`config.mk`:
```
export PLATFORM = sky130hd
export DESIGN_NAME = crcc_control
export DESIGN_NICKNAME = d
export VERILOG_FILES = /design/src/rtl/crcc_fifo.v /design/src/rtl/crcc_control.v
export VERILOG_INCLUDE_DIRS = /design/src /design/src/rtl
export SDC_FILE = /design/constraint.sdc
export NUM_CORES = 1
export LEC_CHECK = 0
export BUFFER_PORTS_ARGS = -buffer_cell sky130_fd_sc_hd__buf_2
export CAP_MARGIN = 20
export CELL_PAD_IN_SITES_DETAIL_PLACEMENT = 0
export CELL_PAD_IN_SITES_GLOBAL_PLACEMENT = 2
export CORE_AREA = 4 4 194 196
export DETAILED_ROUTE_END_ITERATION = 7
export DIE_AREA = 0 0 198 200
export PLACE_DENSITY = 0.88
export SYNTH_ARGS = -nofsm -noshare
export SYNTH_HDL_FRONTEND = slang
export SYNTH_SLANG_ARGS = --single-unit
```
`constraint.sdc`:
```
create_clock -name core_clk_i -period 3.9 [get_ports core_clk_i]
set_input_delay 0 -clock core_clk_i [delete_from_list [all_inputs] [get_ports core_clk_i]]
set_output_delay 0 -clock core_clk_i [all_outputs]
set_load 0.02 [all_outputs]
```
`src/rtl/crcc_defs.vh`:
```
// crc engine control block: register map, field positions, reset values
// assumes inclusion by bare name from the crcc design files
`ifndef CRCC_DEFS_VH
`define CRCC_DEFS_VH

// ----------------------------------------------------------------------
// register byte addresses
// ----------------------------------------------------------------------
`define CRCC_ADDR_CTRL 8'h00
`define CRCC_ADDR_POLYNOMIAL_LENGTH 8'h04
`define CRCC_ADDR_POLY 8'h08
`define CRCC_ADDR_INWORD 8'h0c
`define CRCC_ADDR_RESULT 8'h10

// ----------------------------------------------------------------------
// crc_control_1 field positions
// ----------------------------------------------------------------------
`define CRCC_BIT_ENGINE_ON 15
`define CRCC_BIT_IDLE_HALT 13
`define CRCC_VALID_WORD_COUNT_HI 12
`define CRCC_VALID_WORD_COUNT_LO 8
`define CRCC_BIT_FULL 7
`define CRCC_BIT_EMPTY 6
`define CRCC_BIT_ISEL 5
`define CRCC_BIT_RUN 4
`define CRCC_BIT_LSB_FIRST 3

// ----------------------------------------------------------------------
// reset values
// ----------------------------------------------------------------------
`define CRCC_CTRL_BIT_RESET 1'b0
`define CRCC_POLYNOMIAL_LENGTH_RESET 5'h0f
`define CRCC_POLY_RESET 16'h0000
`define CRCC_RESULT_RESET 16'h0000
`define CRCC_RDATA_RESET 32'h00000000

// ----------------------------------------------------------------------
// fifo depth limits and shift counts
// ----------------------------------------------------------------------
`define CRCC_DEPTH_SHORT 5'h08
`define CRCC_DEPTH_LONG 5'h10
`define CRCC_POLYNOMIAL_LENGTH_SHORT_MAX 5'h07
`define CRCC_POLYNOMIAL_LENGTH_MAX 5'h0f
`define CRCC_LAST_BIT 4'hf
`define CRCC_CRC_MSB_MAX 4'hf

`endif

```
`src/rtl/crcc_fifo.v`:
```
// crc engine input word fifo, 16 words of 16 bits with a depth limit
// push is ignored while full and pop while empty; clear is synchronous
`timescale 1ns/1ns

module crcc_fifo (
  input wire core_clk_i,
  input wire resetn_i,
  input wire clear_i,
  input wire depth_short_i,
  input wire push_i,
  input wire [15:0] push_data_i,
  input wire pop_i,
  output wire [15:0] pop_data_o,
  output wire [4:0] count_o,
  output wire full_o,
  output wire empty_o
);

`include "crcc_defs.vh"

  reg [15:0] mem [0:15];
  reg [3:0] wr_ptr;
  reg [3:0] rd_ptr;
  reg [4:0] count;
  wire [4:0] limit;
  wire do_push;
  wire do_pop;

  // ----------------------------------------------------------------------
  // depth limit and flags
  // ----------------------------------------------------------------------
  assign limit = depth_short_i ? `CRCC_DEPTH_SHORT : `CRCC_DEPTH_LONG;
  // limit may shrink under a held count, so compare with >=
  assign full_o = (count >= limit);
  assign empty_o = (count == 5'h00);
  assign count_o = count;
  assign pop_data_o = mem[rd_ptr];
  assign do_push = push_i & ~full_o;
  assign do_pop = pop_i & ~empty_o;

  // ----------------------------------------------------------------------
  // storage
  // ----------------------------------------------------------------------
  always @(posedge core_clk_i) begin
    if (do_push) begin
      mem[wr_ptr] <= push_data_i;
    end
  end

  // ----------------------------------------------------------------------
  // pointers and count
  // ----------------------------------------------------------------------
  always @(posedge core_clk_i or negedge resetn_i) begin
    if (!resetn_i) begin
      wr_ptr <= 4'h0;
      rd_ptr <= 4'h0;
      count <= 5'h00;
    end else if (clear_i) begin
      wr_ptr <= 4'h0;
      rd_ptr <= 4'h0;
      count <= 5'h00;
    end else begin
      if (do_push) begin
        wr_ptr <= wr_ptr + 4'h1;
      end
      if (do_pop) begin
        rd_ptr <= rd_ptr + 4'h1;
      end
      if (do_push && !do_pop) begin
        count <= count + 5'h01;
      end else if (do_pop && !do_push) begin
        count <= count - 5'h01;
      end
    end
  end

endmodule

```
`src/rtl/crcc_control.v`:
```
// crc engine control and status, with input fifo, serial shifter and
// result register, reached over an avalon-mm slave with waitrequest
// assumes one 100 mhz clock, device_idle_i synchronous to it
//
// The register offsets and the Avalon-MM slave port were chosen for this implementation.
`timescale 1ns/1ns

// Summary of operation
// - engine on lets the module accept and process
// - engine off clears fifo, shifter, result register
// - idle halt stops the shifter in idle
// - bits 12..8 show valid words in fifo
// - depth 8 if length above 7, else 16
// - bit 7 reads one while fifo full
// - bit 6 reads one while fifo empty
// - select one: event when fifo goes empty
// - select zero: event when shifting completes
// - run bit starts and stops the shifter
// - order bit one shifts lsb first
// - bits 14 and 2..0 read zero
module crcc_control (
  input wire core_clk_i,
  input wire resetn_i,
  input wire [7:0] avs_address_i,
  input wire avs_read_i,
  input wire avs_write_i,
  input wire [31:0] avs_writedata_i,
  input wire [3:0] avs_byteenable_i,
  output reg [31:0] avs_readdata_o,
  output reg avs_waitrequest_o,
  input wire device_idle_i,
  output reg crc_event_o,
  output reg shift_busy_o
);

`include "crcc_defs.vh"

  localparam ST_IDLE = 1'b0;
  localparam ST_SHIFT = 1'b1;

  // ----------------------------------------------------------------------
  // declarations
  // ----------------------------------------------------------------------
  reg engine_on;
  reg idle_halt_select;
  reg irq_source_select;
  reg shifter_run;
  reg lsb_first_select;
  reg [4:0] polynomial_length;
  reg [15:0] polynomial;
  reg [15:0] result_word;
  reg shift_state;
  reg [15:0] shift_reg;
  reg [3:0] bit_cnt;
  reg prev_empty;

  reg [31:0] next_readdata;
  reg [15:0] next_result;
  reg [15:0] crc_mask;
  reg [3:0] crc_msb;
  reg feedback;
  reg data_bit;
  reg next_event;

  wire req;
  wire take;
  wire wr_take;
  wire wr_ctrl;
  wire wr_polynomial_length;
  wire wr_poly;
  wire wr_inword;
  wire wr_result;
  wire [15:0] wdata;
  wire [15:0] ctrl_read;
  wire run_en;
  wire step;
  wire last_bit;
  wire pop;
  wire push;
  wire [15:0] fifo_data;
  wire [4:0] valid_word_count;
  wire fifo_full_flag;
  wire fifo_empty_flag;
  wire depth_short;
  wire empty_event;
  wire done_event;

  // ----------------------------------------------------------------------
  // bus handshake
  // ----------------------------------------------------------------------
  assign req = avs_read_i | avs_write_i;
  // the edge where the master sees waitrequest low completes the access
  assign take = req & ~avs_waitrequest_o;
  assign wr_take = take & avs_write_i;

  // byte lanes 0 and 1 carry the 16-bit registers
  function [15:0] merge_bytes;
    input [15:0] old_val;
    input [15:0] new_val;
    input [1:0] be;
    begin
      merge_bytes[15:8] = be[1] ? new_val[15:8] : old_val[15:8];
      merge_bytes[7:0] = be[0] ? new_val[7:0] : old_val[7:0];
    end
  endfunction

  assign wdata = avs_writedata_i[15:0];

  // ----------------------------------------------------------------------
  // write strobes, one per register
  // ----------------------------------------------------------------------
  assign wr_ctrl = wr_take & (avs_address_i == `CRCC_ADDR_CTRL);
  assign wr_polynomial_length = wr_take & (avs_address_i == `CRCC_ADDR_POLYNOMIAL_LENGTH);
  assign wr_poly = wr_take & (avs_address_i == `CRCC_ADDR_POLY);
  assign wr_inword = wr_take & (avs_address_i == `CRCC_ADDR_INWORD);
  assign wr_result = wr_take & (avs_address_i == `CRCC_ADDR_RESULT);

  always @(posedge core_clk_i or negedge resetn_i) begin
    if (!resetn_i) begin
      avs_waitrequest_o <= 1'b1;
      avs_readdata_o <= `CRCC_RDATA_RESET;
    end else if (req && avs_waitrequest_o) begin
      avs_waitrequest_o <= 1'b0;
      // read data change only on a read answer
      if (avs_read_i) begin
        avs_readdata_o <= next_readdata;
      end
    end else begin
      avs_waitrequest_o <= 1'b1;
    end
  end

  // ----------------------------------------------------------------------
  // read mux
  // ----------------------------------------------------------------------
  assign ctrl_read = {
    engine_on,                 // bit 15
    1'b0,                      // bit 14
    idle_halt_select,          // bit 13
    valid_word_count,          // bits 12..8
    fifo_full_flag,            // bit 7
    fifo_empty_flag,           // bit 6
    irq_source_select,         // bit 5
    shifter_run,               // bit 4
    lsb_first_select,          // bit 3
    3'b000                     // bits 2..0
  };

  always @* begin
    next_readdata = 32'h00000000;
    case (avs_address_i)
      `CRCC_ADDR_CTRL: begin
        next_readdata = {16'h0000, ctrl_read};
      end
      `CRCC_ADDR_POLYNOMIAL_LENGTH: begin
        next_readdata = {27'h0000000, polynomial_length};
      end
      `CRCC_ADDR_POLY: begin
        next_readdata = {16'h0000, polynomial};
      end
      `CRCC_ADDR_RESULT: begin
        next_readdata = {16'h0000, result_word};
      end
      default: begin
        next_readdata = 32'h00000000;
      end
    endcase
  end

  // ----------------------------------------------------------------------
  // control register
  // ----------------------------------------------------------------------
  // turning the engine off leaves these bits as they are
  always @(posedge core_clk_i or negedge resetn_i) begin
    if (!resetn_i) begin
      engine_on <= `CRCC_CTRL_BIT_RESET;
      idle_halt_select <= `CRCC_CTRL_BIT_RESET;
      irq_source_select <= `CRCC_CTRL_BIT_RESET;
      shifter_run <= `CRCC_CTRL_BIT_RESET;
      lsb_first_select <= `CRCC_CTRL_BIT_RESET;
    end else if (wr_ctrl) begin
      if (avs_byteenable_i[1]) begin
        engine_on <= wdata[`CRCC_BIT_ENGINE_ON];
        idle_halt_select <= wdata[`CRCC_BIT_IDLE_HALT];
      end
      if (avs_byteenable_i[0]) begin
        irq_source_select <= wdata[`CRCC_BIT_ISEL];
        shifter_run <= wdata[`CRCC_BIT_RUN];
        lsb_first_select <= wdata[`CRCC_BIT_LSB_FIRST];
      end
    end
  end

  // ----------------------------------------------------------------------
  // length and polynomial registers
  // ----------------------------------------------------------------------
  always @(posedge core_clk_i or negedge resetn_i) begin
    if (!resetn_i) begin
      polynomial_length <= `CRCC_POLYNOMIAL_LENGTH_RESET;
      polynomial <= `CRCC_POLY_RESET;
    end else begin
      if (wr_polynomial_length && avs_byteenable_i[0]) begin
        polynomial_length <= wdata[4:0];
      end
      if (wr_poly) begin
        polynomial <= merge_bytes(polynomial, wdata, avs_byteenable_i[1:0]);
      end
    end
  end

  assign depth_short = (polynomial_length > `CRCC_POLYNOMIAL_LENGTH_SHORT_MAX);

  // ----------------------------------------------------------------------
  // input fifo
  // ----------------------------------------------------------------------
  // input words are only taken while the engine is on
  assign push = wr_inword & engine_on;

  crcc_fifo u_fifo (
    .core_clk_i(core_clk_i),
    .resetn_i(resetn_i),
    .clear_i(~engine_on),
    .depth_short_i(depth_short),
    .push_i(push),
    .push_data_i(merge_bytes(16'h0000, wdata, avs_byteenable_i[1:0])),
    .pop_i(pop),
    .pop_data_o(fifo_data),
    .count_o(valid_word_count),
    .full_o(fifo_full_flag),
    .empty_o(fifo_empty_flag)
  );

  // ----------------------------------------------------------------------
  // shifter control
  // ----------------------------------------------------------------------
  assign run_en = engine_on & ~(idle_halt_select & device_idle_i);
  assign step = run_en & shifter_run;
  assign last_bit = (bit_cnt == 4'h0);
  assign pop = step & ~fifo_empty_flag &
               ((shift_state == ST_IDLE) | last_bit);

  // ----------------------------------------------------------------------
  // crc arithmetic for one bit
  // ----------------------------------------------------------------------
  always @* begin
    crc_msb = (polynomial_length > `CRCC_POLYNOMIAL_LENGTH_MAX) ?
              `CRCC_CRC_MSB_MAX : polynomial_length[3:0];
    crc_mask = 16'hffff >> (4'hf - crc_msb);
    data_bit = lsb_first_select ? shift_reg[0] : shift_reg[15];
    feedback = data_bit ^ result_word[crc_msb];
    next_result = ((result_word << 1) ^ (feedback ? polynomial : 16'h0000))
                  & crc_mask;
  end

  // ----------------------------------------------------------------------
  // shifter state machine
  // ----------------------------------------------------------------------
  always @(posedge core_clk_i or negedge resetn_i) begin
    if (!resetn_i) begin
      shift_state <= ST_IDLE;
      shift_reg <= 16'h0000;
      bit_cnt <= 4'h0;
    end else if (!engine_on) begin
      shift_state <= ST_IDLE;
      shift_reg <= 16'h0000;
      bit_cnt <= 4'h0;
    end else begin
      case (shift_state)
        ST_IDLE: begin
          if (pop) begin
            shift_reg <= fifo_data;
            bit_cnt <= `CRCC_LAST_BIT;
            shift_state <= ST_SHIFT;
          end
        end
        ST_SHIFT: begin
          if (step) begin
            if (last_bit) begin
              // next word loads on the last step, no idle gap
              if (pop) begin
                shift_reg <= fifo_data;
                bit_cnt <= `CRCC_LAST_BIT;
              end else begin
                shift_state <= ST_IDLE;
              end
            end else begin
              bit_cnt <= bit_cnt - 4'h1;
              if (lsb_first_select) begin
                shift_reg <= shift_reg >> 1;
              end else begin
                shift_reg <= shift_reg << 1;
              end
            end
          end
        end
        default: begin
          shift_state <= ST_IDLE;
        end
      endcase
    end
  end

  // ----------------------------------------------------------------------
  // result register
  // ----------------------------------------------------------------------
  always @(posedge core_clk_i or negedge resetn_i) begin
    if (!resetn_i) begin
      result_word <= `CRCC_RESULT_RESET;
    end else if (!engine_on) begin
      result_word <= `CRCC_RESULT_RESET;
    end else if (shift_state == ST_SHIFT && step) begin
      result_word <= next_result;
    end else if (wr_result) begin
      // seed value, taken only while the shifter is not stepping
      result_word <= merge_bytes(result_word, wdata, avs_byteenable_i[1:0]);
    end
  end

  // ----------------------------------------------------------------------
  // event output
  // ----------------------------------------------------------------------
  // empty rising while enabled means the last word was just taken
  assign empty_event = engine_on & fifo_empty_flag & ~prev_empty;
  assign done_event = engine_on & step & (shift_state == ST_SHIFT) &
                      last_bit & fifo_empty_flag;

  // the select bit picks which of the two events reaches the pin
  always @* begin
    next_event = done_event;
    if (irq_source_select) begin
      next_event = empty_event;
    end
  end

  always @(posedge core_clk_i or negedge resetn_i) begin
    if (!resetn_i) begin
      prev_empty <= 1'b1;
      crc_event_o <= 1'b0;
      shift_busy_o <= 1'b0;
    end else begin
      prev_empty <= fifo_empty_flag;
      crc_event_o <= next_event;
      shift_busy_o <= engine_on & (shift_state == ST_SHIFT) &
                      ~(step & last_bit & ~pop);
    end
  end

endmodule

```
==> run_results.csv <==
group,metric,value,unit
min_path,hp-class,"input port to register",
worst_setup_path,slowest_delay,0.57,ns
drt,post_drt_wl_per_cell,24.7,µm
grt,grt_remaining_overflow,0,
worst_setup_path,arrival,3.66,ns
floorplan,start_util,44.3,%
final_layout,fillers,3011,
logic_synthesis,ys_seq_elements,352,
timing,setup_violations,0,
logic_synthesis,yosysWarnings,0,
drt,via_per_inst,6.09,
logic_synthesis,syn_area,16000,µm²
final_layout,nets,1202,
timing,skew,0.0143,ns
pwr,worst_ir_drop_vdd,0.330,mV
logic_synthesis,yosysSeqAreaShare,63.1,%
place,port_buffers,49,
grt,grt_pass1_wl,61.6,mm
timing,fin_setup_tns,0,ns
floorplan,pin_count,84,
floorplan,die_width,198,µm
floorplan,die-height,200,µm
worst_setup_path,crit_fanout,8,
worst_setup_path,path_class,"register to register",
place,post-dp-hpwl,24.4,mm
drt,firstDrtPassIters,7,
final_layout,area_growth,13.6,%
timing,setup_slack,0.636,ns
worst_setup_path,cp.required,4.30,ns
timing,min_period_over_period,83.7,%
logic_synthesis,syn_area_per_cell,15.0,µm²
logic_synthesis,synth_top_cell_by_area,"edfxtp_1",
clocking,insertion_delay,0.52,ns
drt,drc,0,
worst_setup_path,slowest_stage,"or4_1",
clocking,h-tree-depth,2,
logic_synthesis,synth_top_area_share,48.1,%
clocking,cts.reportedPaths.clkPinSlew,0.06,ns
grt,antenna_found_initial,0,
worst_setup_path,crit_family,"simple AND/OR/NAND/NOR gates",
clocking,cts_inserted_buffers,37,
pwr,power_density,416,nW/µm²
final_layout,multi_input_comb_area,5510,µm²
floorplan,rows,70,
drt,drt_iter0_drc,1166,
clocking,post_cts_buffers,0,
grt,grt_usage,20.5,%
final_layout,drive_gt1_share,24.7,%
worst_setup_path,cp-start-kind,"register",
place,dp_slack,0.647,ns
timing,rsz0062_at_grt,"false",
final_layout,regArea,10100,µm²
timing,relSlewSlack,30.7,%
grt,grt_max_degree,76,
final_layout,largest_reg_flops,256,
timing,slew_viol_final,0,
floorplan,core_area,36100,µm²
clocking,cts.sinks,352,
logic_synthesis,synthDistinctLibCells,77,
drt,ant_nets,0,
logic_synthesis,synth_async_sr_flop_share,27.3,%
worst_setup_path,crit_top_cell,"a21o_1",
logic_synthesis,synth-edff-count,256,
timing,timing.final.crit_period,3.26,ns
timing,finalHoldViolations,0,
grt,grt_pass1_vias,9787,
pwr,power_leakage,6.09,nW
timing,tightestPinTransition,1.03,ns
logic_synthesis,synthCells,1065,
clocking,cts_tree,"built",
worst_setup_path,cp_cell_sequence,"or4_1 -> o211a_1 -> and2_1 -> nor2_1 -> inv_1 -> fa_1 -> a21o_1 -> a21o_1 -> and3_1 -> a221oi_1 -> a21oi_1",
run,cap_violations,0,
final_layout,instances_no_fill,1637,
logic_synthesis,synth_area_leaders,"edfxtp_1 (48%), dfrtp_1 (14%), mux4_2 (11%), mux2_2 (3.0%), o21ai_0 (1.7%)",
drt,wirelength,40.5,mm
clocking,clockBufferDepth,3,
drt,vias,9965,
clocking,clock-root-buffer,"clkbuf_16",
logic_synthesis,synthFlopType,"edfxtp_1",
floorplan,dieArea,39600,µm²
logic_synthesis,synth_common_cells,"edfxtp_1 (256), dfrtp_1 (90), mux4_2 (80)",
pwr,total_power,7.56,mW
run_status,status,"completed",
final_layout,top_register,"u_fifo.mem",
final_layout,n_antenna_cell,0,
worst_setup_path,cp_num_buf_inv,1,
worst_setup_path,crit_path_end_kind,"register",
place,gp_congestion,0.857,
logic_synthesis,synth_most_common_cell,"edfxtp_1",
timing,fmax,306,MHz
place,placed_cells,1551,
## power by group
group | switching (mW) | leakage [nW] | internal [mW] | total (mW)
clock network | 1.43 | 0.550 | 1.89 | 3.32
registers | 0.0124 | 3.38 | 4.03 | 4.04
logic | 0.140 | 2.16 | 0.0529 | 0.193
## area by class of cell
| cell class | count | share of cell area [%] |
|---|---|---|
| clock inverter | 22 | 0.785 |
| inverter | 14 | 0.289 |
| timing repair buffer | 109 | 4.32 |
| sequential | 352 | 55.6 |
| clock buffer | 44 | 5.47 |
| tap | 468 | 3.22 |
| multi-input combinational | 628 | 30.3 |
## cells by family after synthesis
| logic type | after synthesis | synth area share, % |
|---|---|---|
| AOI/OAI and AO/OA | 199 | 8.72 |
| xor gates and xnor gates | 8 | 0.438 |
| adders and majority gates | 12 | 0.970 |
| buffers and inverters | 100 | 3.01 |
| DFF | 352 | 63.1 |
| muxes | 129 | 14.7 |
| other | 1 | 0.0234 |
| and+or+nand+nor | 264 | 9.03 |
## layout by cell type (no fill, tap or decap), drive strengths merged, types with 26 or more instances in the layout
cell and n:
and2 31, mux4 80, mux2 42, o21ai 54, clkbuf 44, a21oi 38, nor2 50, a222oi 26
edfxtp 256, buf 89, dfrtp 90, nand2 55
## path summary, 6_finish.rpt
kind	from	to	slack (ns)	cells past startpoint
setup / recovery	u_fifo.count_o[4]$_DFFE_PN0P_	u_fifo.count_o[4]$_DFFE_PN0P_	0.64	11
hold / removal	avs_address_i[2]	avs_readdata_o[14]$_DFFE_PN0P_	0.05	4
setup reg to reg	u_fifo.count_o[4]$_DFFE_PN0P_	u_fifo.count_o[4]$_DFFE_PN0P_	0.64	11
hold reg to reg	avs_readdata_o[14]$_DFFE_PN0P_	avs_readdata_o[14]$_DFFE_PN0P_	0.47	2
max in group asynchronous	resetn_i	result_word[4]$_DFFE_PN0P_	2.80	3
min in group asynchronous	resetn_i	avs_readdata_o[13]$_DFFE_PN0P_	0.17	2
## routing by layer
layer,track usage (%),wire [µm],up-vias
met2,34.6,20000,394
met5,0,0,-
li1,-,-,4375
met3,3.16,2610,74
met4,5.87,1120,0
met1,27.9,16700,5122
## what timing repair did
action,CTS,global route
hold endpoints to repair,112,0
resized for setup,0,0
endpoints found under the setup margin,0,0
hold buffers,20,0
## per-stage QoR
stage / utilization [%] / hold WS (ns) / instance area (µm²)
3_3_place_gp: 46.6 / 0.170 / 16800
6_report: 50.4 / 0.0474 / 18200
5_1_grt: 50.4 / 0.0693 / 18200
3_5_place_dp: 46.6 / 0.178 / 16800
2_1_floorplan: - / -0.296 / 16000
4_1_cts: 50.4 / 0.0187 / 18200
## worst reg2reg max path, stage by stage, from the launching register on
cell and delay, ns:
dfrtp_1 0.44, or4_1 0.57, o211a_1 0.32, and2_1 0.19, nor2_1 0.16, inv_1 0.15, fa_1 0.43, a21o_1 0.21
a21o_1 0.19, and3_1 0.18, a221oi_1 0.21, a21oi_1 0.10
Note: power is estimated with default switching activity, not from simulation.
